[src/bfs_pkg.sv]
/*
  Shared constants and types for the batch fill sequencer and its
  controller end. Assumes nothing of its surroundings.
*/
package bfs_pkg;

  // ----------------------------------------
  // Widths
  // ----------------------------------------
  localparam int BFS_W  = 24;
  localparam int BFS_AW = 5;

  // ----------------------------------------
  // Batch modes; single has no recipe slot, the others one each
  // ----------------------------------------
  typedef enum logic [1:0] {
    MODE_SINGLE,
    MODE_COUNT,
    MODE_TOTAL,
    MODE_BULK
  } bfs_mode_t;

  localparam logic [1:0] SLOT_COUNT = 2'h0;
  localparam logic [1:0] SLOT_TOTAL = 2'h1;
  localparam logic [1:0] SLOT_BULK  = 2'h2;

  // ----------------------------------------
  // Controller register map (byte offsets)
  // ----------------------------------------
  localparam logic [BFS_AW-1:0] REG_CTRL   = 5'h00;
  localparam logic [BFS_AW-1:0] REG_KEY    = 5'h04;
  localparam logic [BFS_AW-1:0] REG_ENTRY  = 5'h08;
  localparam logic [BFS_AW-1:0] REG_TARGET = 5'h0c;
  localparam logic [BFS_AW-1:0] REG_STATUS = 5'h10;
  localparam logic [BFS_AW-1:0] REG_SHOWN  = 5'h14;

  // ----------------------------------------
  // Field positions
  // ----------------------------------------
  localparam int CTRL_RUN   = 0;
  localparam int CTRL_MODE  = 1;
  localparam int KEY_COUNT  = 0;
  localparam int KEY_WEIGHT = 1;
  localparam int KEY_ENTRY  = 2;
  localparam int KEY_START  = 3;
  localparam int STAT_END   = 0;
  localparam int STAT_READY = 1;
  localparam int STAT_BUSY  = 2;
  localparam int STAT_SHOWN = 3;

  // ----------------------------------------
  // Bus responses
  // ----------------------------------------
  localparam logic [1:0] RESP_OKAY   = 2'h0;
  localparam logic [1:0] RESP_SLVERR = 2'h2;

endpackage

[src/bfs_if.sv]
/*
  Link between the controller end and the batch sequencer.
  Assumes both ends run on the same clock; no crossing inside.
*/
`timescale 1ns/1ps
interface bfs_if import bfs_pkg::*; #(parameter int W = BFS_W);

  // Controller to sequencer
  logic            run_enable;
  bfs_mode_t       batch_mode_select;
  logic            batch_count_key;
  logic            batch_weight_key;
  logic            entry_valid;
  logic [W-1:0]    entry_value;
  logic [W-1:0]    target_weight;
  logic            single_start;
  // Sequencer to controller
  logic            ready_status;
  logic            busy;
  logic            batch_end;
  logic [W-1:0]    shown_value;
  logic            shown_valid;

  modport dev (
    input  run_enable, batch_mode_select, batch_count_key,
    input  batch_weight_key, entry_valid, entry_value,
    input  target_weight, single_start,
    output ready_status, busy, batch_end, shown_value, shown_valid
  );

  modport ctl (
    output run_enable, batch_mode_select, batch_count_key,
    output batch_weight_key, entry_valid, entry_value,
    output target_weight, single_start,
    input  ready_status, busy, batch_end, shown_value, shown_valid
  );

endinterface

[src/bfs_ceil_div.sv]
/*
  Sequential divider giving the quotient rounded up to a whole number.
  Assumes start is a one-cycle pulse; a new start abandons any division
  under way, but a division whose last step ends on the edge that issues start
  still shows done with its stale quotient for one cycle.
  A zero divisor gives all ones so a batch never ends early.
*/
`timescale 1ns/1ps
module bfs_ceil_div import bfs_pkg::*; #(parameter int W = BFS_W) (
  // Clock and reset
  input  wire logic         aclk,
  input  wire logic         aresetn,
  // Request
  input  wire logic         start,
  input  wire logic [W-1:0] num,
  input  wire logic [W-1:0] den,
  // Answer
  output logic              done,
  output logic [W-1:0]      quot
);

  typedef struct packed {
    logic                 busy;
    logic [$clog2(W):0]   cnt;
    logic [W:0]           rem;
    logic [W-1:0]         q;
    logic [W-1:0]         d;
    logic                 done;
    logic [W-1:0]         quot;
  } bfs_div_t;

  bfs_div_t s, next_s;
  logic [W:0] shifted;

  always_comb begin
    next_s = s;
    next_s.done = 1'b0;
    shifted = {s.rem[W-1:0], s.q[W-1]};
    if (start) begin
      next_s.busy = 1'b1;
      next_s.cnt  = '0;
      next_s.rem  = '0;
      next_s.q    = num;
      next_s.d    = den;
    end else if (s.busy) begin
      next_s.q = {s.q[W-2:0], 1'b0};
      if (shifted >= {1'b0, s.d}) begin
        next_s.rem  = shifted - {1'b0, s.d};
        next_s.q[0] = 1'b1;
      end else begin
        next_s.rem = shifted;
      end
      next_s.cnt = s.cnt + 1'b1;
      if (s.cnt == ($clog2(W) + 1)'(W - 1)) begin
        next_s.busy = 1'b0;
        next_s.done = 1'b1;
        // A remainder left over costs one more pack
        if (s.d == '0)
          next_s.quot = '1;
        else
          next_s.quot = next_s.q + W'(next_s.rem != '0);
      end
    end
  end

  always_ff @(posedge aclk) begin
    if (!aresetn)
      s <= '0;
    else
      s <= next_s;
  end

  assign done = s.done;
  assign quot = s.quot;

endmodule

[src/bfs_seq_dev.sv]
/*
  Batch fill sequencer: repeats single-pack fills under the run input
  until a pack count, a batch total or a bulk total is met.
  Assumes the fill engine answers each fill_start with one fill_done
  pulse and the controller holds target_weight steady during a batch.
*/
`timescale 1ns/1ps
module bfs_seq_dev import bfs_pkg::*; #(parameter int W = BFS_W) (
  // Clock and reset
  input  wire logic         aclk,
  input  wire logic         aresetn,
  // Controller link
  bfs_if.dev                ctl,
  // Fill engine
  output logic              fill_start,
  output logic [W-1:0]      fill_target,
  input  wire logic         fill_done,
  input  wire logic [W-1:0] filled_weight,
  // End output
  output logic              end_out
);

  // ----------------------------------------
  // Helpers
  // ----------------------------------------
  function automatic logic [1:0] slot_of(input bfs_mode_t m);
    unique case (m)
      MODE_TOTAL: slot_of = SLOT_TOTAL;
      MODE_BULK:  slot_of = SLOT_BULK;
      default:    slot_of = SLOT_COUNT;
    endcase
  endfunction

  // Negative remainders read as zero on display and as a target
  function automatic logic [W-1:0] clip(input logic signed [W:0] v);
    clip = v[W] ? '0 : v[W-1:0];
  endfunction

  // ----------------------------------------
  // State
  // ----------------------------------------
  typedef enum logic [2:0] {
    S_READY,
    S_CALC,
    S_REQ,
    S_WAIT,
    S_DONE
  } bfs_state_t;

  typedef struct packed {
    bfs_state_t         st;
    bfs_mode_t          mode;
    logic [2:0][W-1:0]  rcp;
    logic [W-1:0]       rem_cnt;
    logic signed [W:0]  rem_wt;
    logic               fill_start;
    logic [W-1:0]       fill_target;
    logic [W-1:0]       shown;
    logic               shown_valid;
    logic               div_go;
    logic [W-1:0]       div_num;
  } bfs_dev_t;

  bfs_dev_t          s, next_s;
  logic              div_done;
  logic [W-1:0]      div_quot;
  logic signed [W:0] tgt_s;
  logic signed [W:0] after_fill;
  logic [1:0]        sel_slot;

  bfs_ceil_div #(.W(W)) u_div (
    .aclk    (aclk),
    .aresetn (aresetn),
    .start   (s.div_go),
    .num     (s.div_num),
    .den     (ctl.target_weight),
    .done    (div_done),
    .quot    (div_quot)
  );

  // ----------------------------------------
  // Next state
  // ----------------------------------------
  always_comb begin
    next_s = s;
    next_s.fill_start  = 1'b0;
    next_s.shown_valid = 1'b0;
    next_s.div_go      = 1'b0;
    tgt_s      = $signed({1'b0, ctl.target_weight});
    after_fill = s.rem_wt - $signed({1'b0, filled_weight});
    sel_slot   = slot_of(ctl.batch_mode_select);

    // Key presses without an entry only show a value
    if (ctl.batch_count_key && !ctl.entry_valid) begin
      next_s.shown_valid = 1'b1;
      if (s.st == S_READY)
        next_s.shown = s.rcp[SLOT_COUNT];
      else
        next_s.shown = s.rem_cnt;
    end else if (ctl.batch_weight_key && !ctl.entry_valid) begin
      next_s.shown_valid = 1'b1;
      if (s.st == S_READY)
        next_s.shown = s.rcp[sel_slot];
      else
        next_s.shown = clip(s.rem_wt);
    end

    unique case (s.st)
      S_READY: begin
        if (ctl.entry_valid && ctl.batch_count_key &&
            ctl.batch_mode_select == MODE_COUNT)
          next_s.rcp[SLOT_COUNT] = ctl.entry_value;
        if (ctl.entry_valid && ctl.batch_weight_key &&
            (ctl.batch_mode_select == MODE_TOTAL ||
             ctl.batch_mode_select == MODE_BULK))
          next_s.rcp[sel_slot] = ctl.entry_value;
        if (ctl.run_enable) begin
          next_s.mode = ctl.batch_mode_select;
          unique case (ctl.batch_mode_select)
            MODE_SINGLE: begin
              // Single starts are honoured in single mode only
              if (ctl.single_start) begin
                next_s.rem_cnt = W'(1);
                next_s.st      = S_REQ;
              end
            end
            MODE_COUNT: begin
              next_s.rem_cnt = s.rcp[SLOT_COUNT];
              if (s.rcp[SLOT_COUNT] == '0)
                next_s.st = S_DONE;
              else
                next_s.st = S_REQ;
            end
            MODE_TOTAL, MODE_BULK: begin
              next_s.rem_wt  = $signed({1'b0, s.rcp[sel_slot]});
              next_s.div_num = s.rcp[sel_slot];
              next_s.div_go  = 1'b1;
              next_s.st      = S_CALC;
            end
          endcase
        end
      end
      S_CALC: begin
        if (!ctl.run_enable) begin
          next_s.st = S_READY;
        end else if (div_done) begin
          next_s.rem_cnt = div_quot;
          if (s.mode == MODE_TOTAL && div_quot == '0)
            next_s.st = S_DONE;
          else if (s.mode == MODE_BULK && s.rem_wt <= 0)
            next_s.st = S_DONE;
          else
            next_s.st = S_REQ;
        end
      end
      S_REQ: begin
        if (!ctl.run_enable) begin
          next_s.st = S_READY;
        end else begin
          next_s.fill_start = 1'b1;
          if (s.mode == MODE_BULK && s.rem_wt < tgt_s)
            next_s.fill_target = clip(s.rem_wt);
          else
            next_s.fill_target = ctl.target_weight;
          next_s.st = S_WAIT;
        end
      end
      S_WAIT: begin
        if (!ctl.run_enable) begin
          next_s.st = S_READY;
        end else if (fill_done) begin
          next_s.rem_cnt = s.rem_cnt - 1'b1;
          next_s.rem_wt  = after_fill;
          unique case (s.mode)
            MODE_SINGLE: next_s.st = S_READY;
            MODE_COUNT, MODE_TOTAL: begin
              if (s.rem_cnt == W'(1))
                next_s.st = S_DONE;
              else
                next_s.st = S_REQ;
            end
            MODE_BULK: begin
              if (after_fill <= 0) begin
                next_s.st = S_DONE;
              end else begin
                // Recount packs left so the count key stays honest
                next_s.div_num = clip(after_fill);
                next_s.div_go  = 1'b1;
                next_s.st      = S_CALC;
              end
            end
          endcase
        end
      end
      S_DONE: begin
        // End holds until run drops, so a held run cannot rearm
        if (!ctl.run_enable)
          next_s.st = S_READY;
      end
    endcase
  end

  always_ff @(posedge aclk) begin
    if (!aresetn)
      s <= '0;
    else
      s <= next_s;
  end

  // ----------------------------------------
  // Outputs
  // ----------------------------------------
  assign fill_start       = s.fill_start;
  assign fill_target      = s.fill_target;
  assign end_out          = (s.st == S_DONE);
  assign ctl.batch_end    = (s.st == S_DONE);
  assign ctl.ready_status = (s.st == S_READY);
  assign ctl.busy         = (s.st == S_CALC) || (s.st == S_REQ) ||
                            (s.st == S_WAIT);
  assign ctl.shown_value  = s.shown;
  assign ctl.shown_valid  = s.shown_valid;

endmodule

[src/flat_wrapper.sv]
// flat-port wrapper written by rule: the top's interface ports become plain ports
module bfs_seq_dev_flat import bfs_pkg::*;
#(parameter int W = BFS_W)
  (aclk, aresetn, fill_start, fill_target, fill_done, filled_weight, end_out, ctl_run_enable, ctl_batch_mode_select, ctl_batch_count_key, ctl_batch_weight_key, ctl_entry_valid, ctl_entry_value, ctl_target_weight, ctl_single_start, ctl_ready_status, ctl_busy, ctl_batch_end, ctl_shown_value, ctl_shown_valid);
  bfs_if #(.W(W)) ctl_i ();
  input  wire logic aclk;
  input  wire logic aresetn;
  output logic fill_start;
  output logic [W-1:0] fill_target;
  input  wire logic fill_done;
  input  wire logic [W-1:0] filled_weight;
  output logic end_out;
  input wire logic [$bits(ctl_i.run_enable)-1:0] ctl_run_enable;
  input wire logic [$bits(ctl_i.batch_mode_select)-1:0] ctl_batch_mode_select;
  input wire logic [$bits(ctl_i.batch_count_key)-1:0] ctl_batch_count_key;
  input wire logic [$bits(ctl_i.batch_weight_key)-1:0] ctl_batch_weight_key;
  input wire logic [$bits(ctl_i.entry_valid)-1:0] ctl_entry_valid;
  input wire logic [$bits(ctl_i.entry_value)-1:0] ctl_entry_value;
  input wire logic [$bits(ctl_i.target_weight)-1:0] ctl_target_weight;
  input wire logic [$bits(ctl_i.single_start)-1:0] ctl_single_start;
  output wire logic [$bits(ctl_i.ready_status)-1:0] ctl_ready_status;
  output wire logic [$bits(ctl_i.busy)-1:0] ctl_busy;
  output wire logic [$bits(ctl_i.batch_end)-1:0] ctl_batch_end;
  output wire logic [$bits(ctl_i.shown_value)-1:0] ctl_shown_value;
  output wire logic [$bits(ctl_i.shown_valid)-1:0] ctl_shown_valid;
  assign ctl_i.run_enable = ctl_run_enable;
  assign ctl_i.batch_mode_select = ctl_batch_mode_select;
  assign ctl_i.batch_count_key = ctl_batch_count_key;
  assign ctl_i.batch_weight_key = ctl_batch_weight_key;
  assign ctl_i.entry_valid = ctl_entry_valid;
  assign ctl_i.entry_value = ctl_entry_value;
  assign ctl_i.target_weight = ctl_target_weight;
  assign ctl_i.single_start = ctl_single_start;
  assign ctl_ready_status = ctl_i.ready_status;
  assign ctl_busy = ctl_i.busy;
  assign ctl_batch_end = ctl_i.batch_end;
  assign ctl_shown_value = ctl_i.shown_value;
  assign ctl_shown_valid = ctl_i.shown_valid;
  bfs_seq_dev #(.W(W)) u_core (.aclk(aclk), .aresetn(aresetn), .ctl(ctl_i), .fill_start(fill_start), .fill_target(fill_target), .fill_done(fill_done), .filled_weight(filled_weight), .end_out(end_out));
endmodule
[config.mk]
export PLATFORM = sky130hd
export DESIGN_NAME = bfs_seq_dev_flat
export DESIGN_NICKNAME = d
export VERILOG_FILES = /design/src/bfs_pkg.sv /design/src/bfs_if.sv /design/src/bfs_ceil_div.sv /design/src/bfs_seq_dev.sv /design/src/flat_wrapper.sv
export SDC_FILE = /design/constraint.sdc
export NUM_CORES = 1
export LEC_CHECK = 0
export BUFFER_PORTS_ARGS = -buffer_cell sky130_fd_sc_hd__buf_4
export CAP_MARGIN = 15
export CORE_UTILIZATION = 23
export DETAILED_ROUTE_END_ITERATION = 8
export PLACE_DENSITY = 0.47
export SLEW_MARGIN = 20
export SYNTH_ARGS = -nofsm -noshare
export SYNTH_HDL_FRONTEND = slang
export SYNTH_HIERARCHICAL = 1
export SYNTH_SLANG_ARGS = --single-unit
[constraint.sdc]
create_clock -name aclk -period 11.3 [get_ports aclk]
set_clock_uncertainty 0.2 [all_clocks]
set_input_delay 1.695 -clock aclk [delete_from_list [all_inputs] [get_ports aclk]]
set_output_delay 1.695 -clock aclk [all_outputs]
set_load 0.1 [all_outputs]
======== Yosys cells after proc, flatten, opt, wreduce, memory -nomap -nowiden ========
Index checks and enable logic that the tools add are counted.
operators by class
  multiply operators ...................... 0
  shift-type cells ........................ 0
  order comparisons ....................... 6
  mux-type cells .......................... 61
  divide/modulo/power cells ............... 0
  reductions and logical operators ........ 38
  add/subtract/negate cells ............... 5
  bitwise gates (word level) .............. 3
  eq/ne operators ......................... 25
operators by type and width
  operator                 number
  $mux W25                 14
  $mux W24                 14
  $mux W49                 3
  $mux W56                 2
  $pmux W25 S2             2
  $bwmux W72               1
  $logic_not A24 Y1        3
  $pmux W24 S3             1
  $le A25 B1 Y1 const B    2
  $bmux W24 S2             1
  $demux W24 S2            1
  $pmux W24 S2             1
  $mux W3                  11
  $ge A25 B24 Y1           1
  $lt A25 B25 Y1           1
  $reduce_bool A25 Y1      1
  $sub A25 B24 Y25         1
  $sub A25 B25 Y25         1
  $add A24 B1 Y24          1
  $eq A24 B1 Y1 const B    1
  $sub A24 B1 Y24 const B  1
  $pmux W3 S3              2
  $pmux W3 S5              1
  $ne A2 B2 Y1 const B     7
  31 further kinds         64
word-level totals
  ROM bits ................................ 0
  bits in writable memories ............... 0
  bits in latches ......................... 0
  memories kept ........................... 0
  register bits ........................... 306

======== Logic depth before layout (Yosys ltp) ========
  depth after elaboration ................. 8
  depth in mapped cells ................... 22
  gate-level depth less buffers ........... 22

======== By module ========
Netlist, hierarchy kept.
modules (own cells, without submodules)
  module        instances  cells each  sequential area each (um^2)  area an instance (um^2)
  bfs_seq_dev   1          1735        4023.9                       12724.7
  bfs_ceil_div  1          783         2082.0                       6398.6

======== Worst setup path after synthesis ========
OpenSTA, ideal clock, no wires.
  path type ............................... input to register
  start ................................... in filled_weight[2]
  end ..................................... reg u_core/s[11] (netlist name)
  cell stages on the path ................. 11
  required time ........................... 10.965 ns
  library setup time ...................... 0.135 ns
  slack ................................... 6.300 ns
  arrival time ............................ 4.665 ns
  cell sequence ........................... inv_1 -> ha_1 -> nor2b_2 -> o31a_1 -> a211o_1 -> a221o_1 -> xor2_1 -> or4_1 -> or4_4 -> o311ai_1 -> o211ai_2
between the ends
  cells in the longest elaborated chain, start to end .. 7
  elaborated cells between the ends (all ways) .. 10
  classes of those cells .................. add/sub: 1; order compare: 1; eq/ne: 1; mux: 6; reduce/logical: 1
RTL lines
  element                                                                RTL line            text
  from (decl)                                                            flat_wrapper.sv:11  input wire logic [W-1:0] filled_weight;
  $sub A25 B25 Y25 (*)                                                   bfs_seq_dev.sv:90   after_fill = s.rem_wt - $signed({1'b0, filled_weight});
  parallel branches: the longest is 6 deep, another holds $le A25 B1 Y1  n/a
  to (signal assigned)                                                   bfs_seq_dev.sv:207  s <= next_s;
  to (decl)                                                              bfs_seq_dev.sv:64   bfs_dev_t s, next_s;
Mark *: on every way between the ends. The select of a mux whose other input is x is not followed.
A chain may end at the register's enable or synchronous reset.

======== Worst setup path in the final report ========
  start ................................... reg u_core/u_div/s[44] (netlist name)
  end ..................................... reg u_core.u_div.s (netlist bit u_core/u_div/quot[19])
between the ends
  cells in the longest elaborated chain, start to end .. 7
  elaborated cells between the ends (all ways) .. 12
  classes of those cells .................. add/sub: 2; order compare: 1; mux: 7; reduce/logical: 2
RTL lines
  element                                                    RTL line                                text
  from (decl)                                                bfs_ceil_div.sv:32                      bfs_div_t s, next_s;
  from (signal assigned)                                     bfs_ceil_div.sv:70                      s <= next_s;
  $sub A25 B24 Y25 / $ge A25 B24 Y1 (equally long branches)  bfs_ceil_div.sv:48, bfs_ceil_div.sv:47
  $mux W25                                                   bfs_ceil_div.sv:47                      if (shifted >= {1'b0, s.d}) begin
  $mux W25                                                   bfs_ceil_div.sv:45                      end else if (s.busy) begin
  $mux W25                                                   bfs_ceil_div.sv:39                      if (start) begin
  $reduce_bool A25 Y1                                        bfs_ceil_div.sv:61                      next_s.quot = next_s.q + W'(next_s.rem != '0);
  $add A24 B1 Y24                                            bfs_ceil_div.sv:61
  $mux W24 (*)                                               bfs_ceil_div.sv:58                      if (s.d == '0)
Mark *: on every way between the ends. The rest lies on a longest branch, timed or not. The select of a mux whose other input is x is not followed.

==> impl_metrics.ini <==
[worst_setup_path]
critPathLaunchType = register
worstPathMaxFanout = 25
cp-end-kind = register
criticalPathCategory = register to register
worst-endpoint-arrival_ps = 5560
cp.required_ps = 11480

[cts]
ctsHoldBuffers = 0
numCtsBuffers = 36
clk_path_buf_depth = 3
clockRootBuffer = clkbuf_16
h-tree-depth = 2
ctsResizeCount = 0
cts_sinks = 305
path_clk_slew_ps = 60
cts_tree = yes
post-cts-setup-buffers = 0
insertion_delay_ps = 560

[grt]
grt_pass1_vias = 17300
grt_use_total_pct = 17.4
grt_max_degree = 84
antenna_found_initial = 3
grt_pass1_wl_um = 113000
grt_overflow_total = 0

[synthesis]
yosysSeqAreaShare_pct = 31.9
synthTopCellsByArea = dfxtp_1 (32%), nand2_1 (6.7%), a21oi_1 (5.8%)
synth_xor_area_share_pct = 2.75
synth_cell_types = 92
yosys.cell_count.top_type = nand2_1
netlist_area_um2 = 19100
synth_top_family_by_area = compound AO/OA/AOI/OAI gates
synthSimpleGateAreaFrac_pct = 21.7
async_flop_share_pct = 0
ys_seq_elements = 305
yosys_warnings = 6
syn_inst = 2518
synth.largest_area_cell = dfxtp_1
avgSynthCellArea_um2 = 7.59
synth_top_area_share_pct = 31.9
synth_fa_ha_area_share_pct = 5.38
synth_ff_type = dfxtp_1
synth_edf_count = 0
synthMuxAreaShare_pct = 5.31
yosys-top-cells-count = nand2_1 (342), dfxtp_1 (305), a21oi_1 (221)
synth_nets = 2681
synth_compound_gate_area_share_pct = 24.0

[timing]
fmax_mhz = 186
slew_headroom_pct = 31.2
finalCritPeriodShare_pct = 47.6
rsz0062_at_grt = no
fin_ws_ps = 5920
hold_viol = 0
period_minus_slack_ps = 5380
worstMarginPinSlew_ps = 1030
tns_ps = 0
slew_violations = 0
setup_violations = 0

[route]
drc = 0
drt-initial-drc-count = 1705
wl_um = 75400
via_per_inst = 5.11
dr.pass1.iters = 7
wire_per_inst_um = 21.1
drtAntennaViolNets = 0
num_vias = 18300

[placed_design]
io_buffers = 135
dp_hpwl_um = 55500
dp_cells = 3514
place_congestion = 0.937
pre_cts_ws_ps = 5590

[floorplan]
die_area_um2 = 84300
die_h_um = 290
die_x_um = 290
coreArea_um2 = 82200
initial_core_util_pct = 23.3
std_cell_rows = 105
io_pins = 136

[layout]
fillers = 9184
drive_gt1_share_pct = 11.2
register_area_um2 = 6110
final_cells = 3574
n_antenna_cell = 0
areaGrowthSynthToFinish_pct = 13.5
final_nets = 2645
multi_input_area_um2 = 11300
utilization_pct = 26.4

[power]
peakVddDrop_mv = 0.176
switching_power_uw = 2360
p_int_uw = 2730
seqPwrFrac_pct = 25.9
power_density_nw_per_um2 = 235
clockPowerShare_pct = 23.0
p_comb_share_pct = 51.1
finalPower_uw = 5100
leakagePower_uw = 0.00834
power_switching_share_pct = 46.4

[run]
maxCapViolCount = 0

[status]
status = finished, final reports clean

[min_path]
hold_class = register to register
## routing by layer
metal  vias to the layer above  share of wire [%]  track usage (%)
met5                         -              0.028                0
met4                         4                2.5             4.92
met3                       101                5.9             2.58
met2                       592                 45             27.9
met1                      8759                 46             23.9
li1                       8799                  -                -
## layout make-up
type	instances	share of cell area (%)
clock buffer	50	4.91
tap	1070	6.17
sequential	305	28.2
clock inverter	10	0.409
multi-input combinational	1843	52.3
timing repair buffer	168	5.85
inverter	128	2.23
## power groups by stage
| stage | Sequential (µW) | Combinational [µW] | Clock (µW) |
|---|---|---|---|
| floorplan | 1250 | 1950 | 0 |
| global placement | 1340 | 2590 | 0 |
| detailed placement | 1340 | 2580 | 0 |
| CTS | 1320 | 2590 | 1200 |
| global route | 1330 | 2830 | 1240 |
| finish | 1320 | 2600 | 1170 |
## cells by family (layout without fill, tap and decap cells)
kind of cell             after synthesis  after routing
XOR/XNOR                              60             60
adder cells (fa/ha/maj)               81             81
flip-flops                           305            305
AND/OR/NAND/NOR                      883            883
multiplexers                         101            101
AO/OA/AOI/OAI                        718            718
buffers and inverters                370            356
## state kept, by name, indices dropped and copies added, names as in the netlist
signal                  cells
u_core/ctl.shown_valid      1
u_core/ctl.shown_value     24
u_core/fill_start           1
u_core/fill_target         24
u_core/s                  151
u_core/u_div/done           1
u_core/u_div/quot          24
u_core/u_div/s             79
## through the flow
step                hold WS (ps)  instance area [µm²]
floorplan                    233                19100
global placement             241                20500
detailed placement           247                20500
CTS                          255                21700
global route                 270                21700
finish                       251                21700
## cells in the final DEF, fill, tap and decap left out, types with 6 or more instances in the layout
| master | count |
|---|---|
| a211o_1 | 6 |
| a211oi_1 | 62 |
| a21o_1 | 20 |
| a21oi_1 | 219 |
| a222oi_1 | 34 |
| a22oi_1 | 32 |
| a31o_2 | 7 |
| a31oi_1 | 19 |
| and2_1 | 43 |
| and3_1 | 14 |
| and4_1 | 11 |
| buf_4 | 167 |
| clkbuf_16 | 37 |
| clkbuf_8 | 9 |
| dfxtp_1 | 303 |
| ha_1 | 79 |
| inv_1 | 127 |
| mux2i_1 | 97 |
| nand2_1 | 342 |
| nand2b_1 | 10 |
| nand3_1 | 58 |
| nand4_1 | 27 |
| nor2_1 | 200 |
| nor2b_1 | 38 |
| nor3_1 | 41 |
| nor3b_1 | 7 |
| nor4_1 | 34 |
| o211ai_1 | 11 |
| o21a_1 | 23 |
| o21ai_0 | 184 |
| o21ai_1 | 11 |
| o221ai_1 | 8 |
| o22ai_1 | 8 |
| o31ai_1 | 8 |
| or2_2 | 10 |
| or3_1 | 16 |
| or4_1 | 9 |
| xnor2_1 | 27 |
| xor2_1 | 33 |
## final timing paths
| check | slack (ps) | from | cells past startpoint | endpoint |
|---|---|---|---|---|
| max | 5920 | u_core/u_div/s[44] | 19 | u_core/u_div/quot[19] |
| min | 250 | u_core/s[173] | 2 | u_core/s[173] |
| max reg2reg | 5920 | u_core/u_div/s[44] | 19 | u_core/u_div/quot[19] |
| min reg2reg | 250 | u_core/s[173] | 2 | u_core/s[173] |
## worst max-delay path, stage by stage (launching register included)
cell and delay (ps):
dfxtp_1 440, inv_1 70, ha_1 380, a21oi_1 330, a21oi_1 110, o21ai_0 180
and3_1 220, nand3_2 320, buf_4 390, o2111a_1 160, a211o_1 310, o211ai_1 100
or4_1 180, ha_1 240, and4_1 250, and4_1 280, nor2b_1 530, nand4_1 190
xor2_1 220, a21oi_1 90
(Power assumes the default switching activity.)
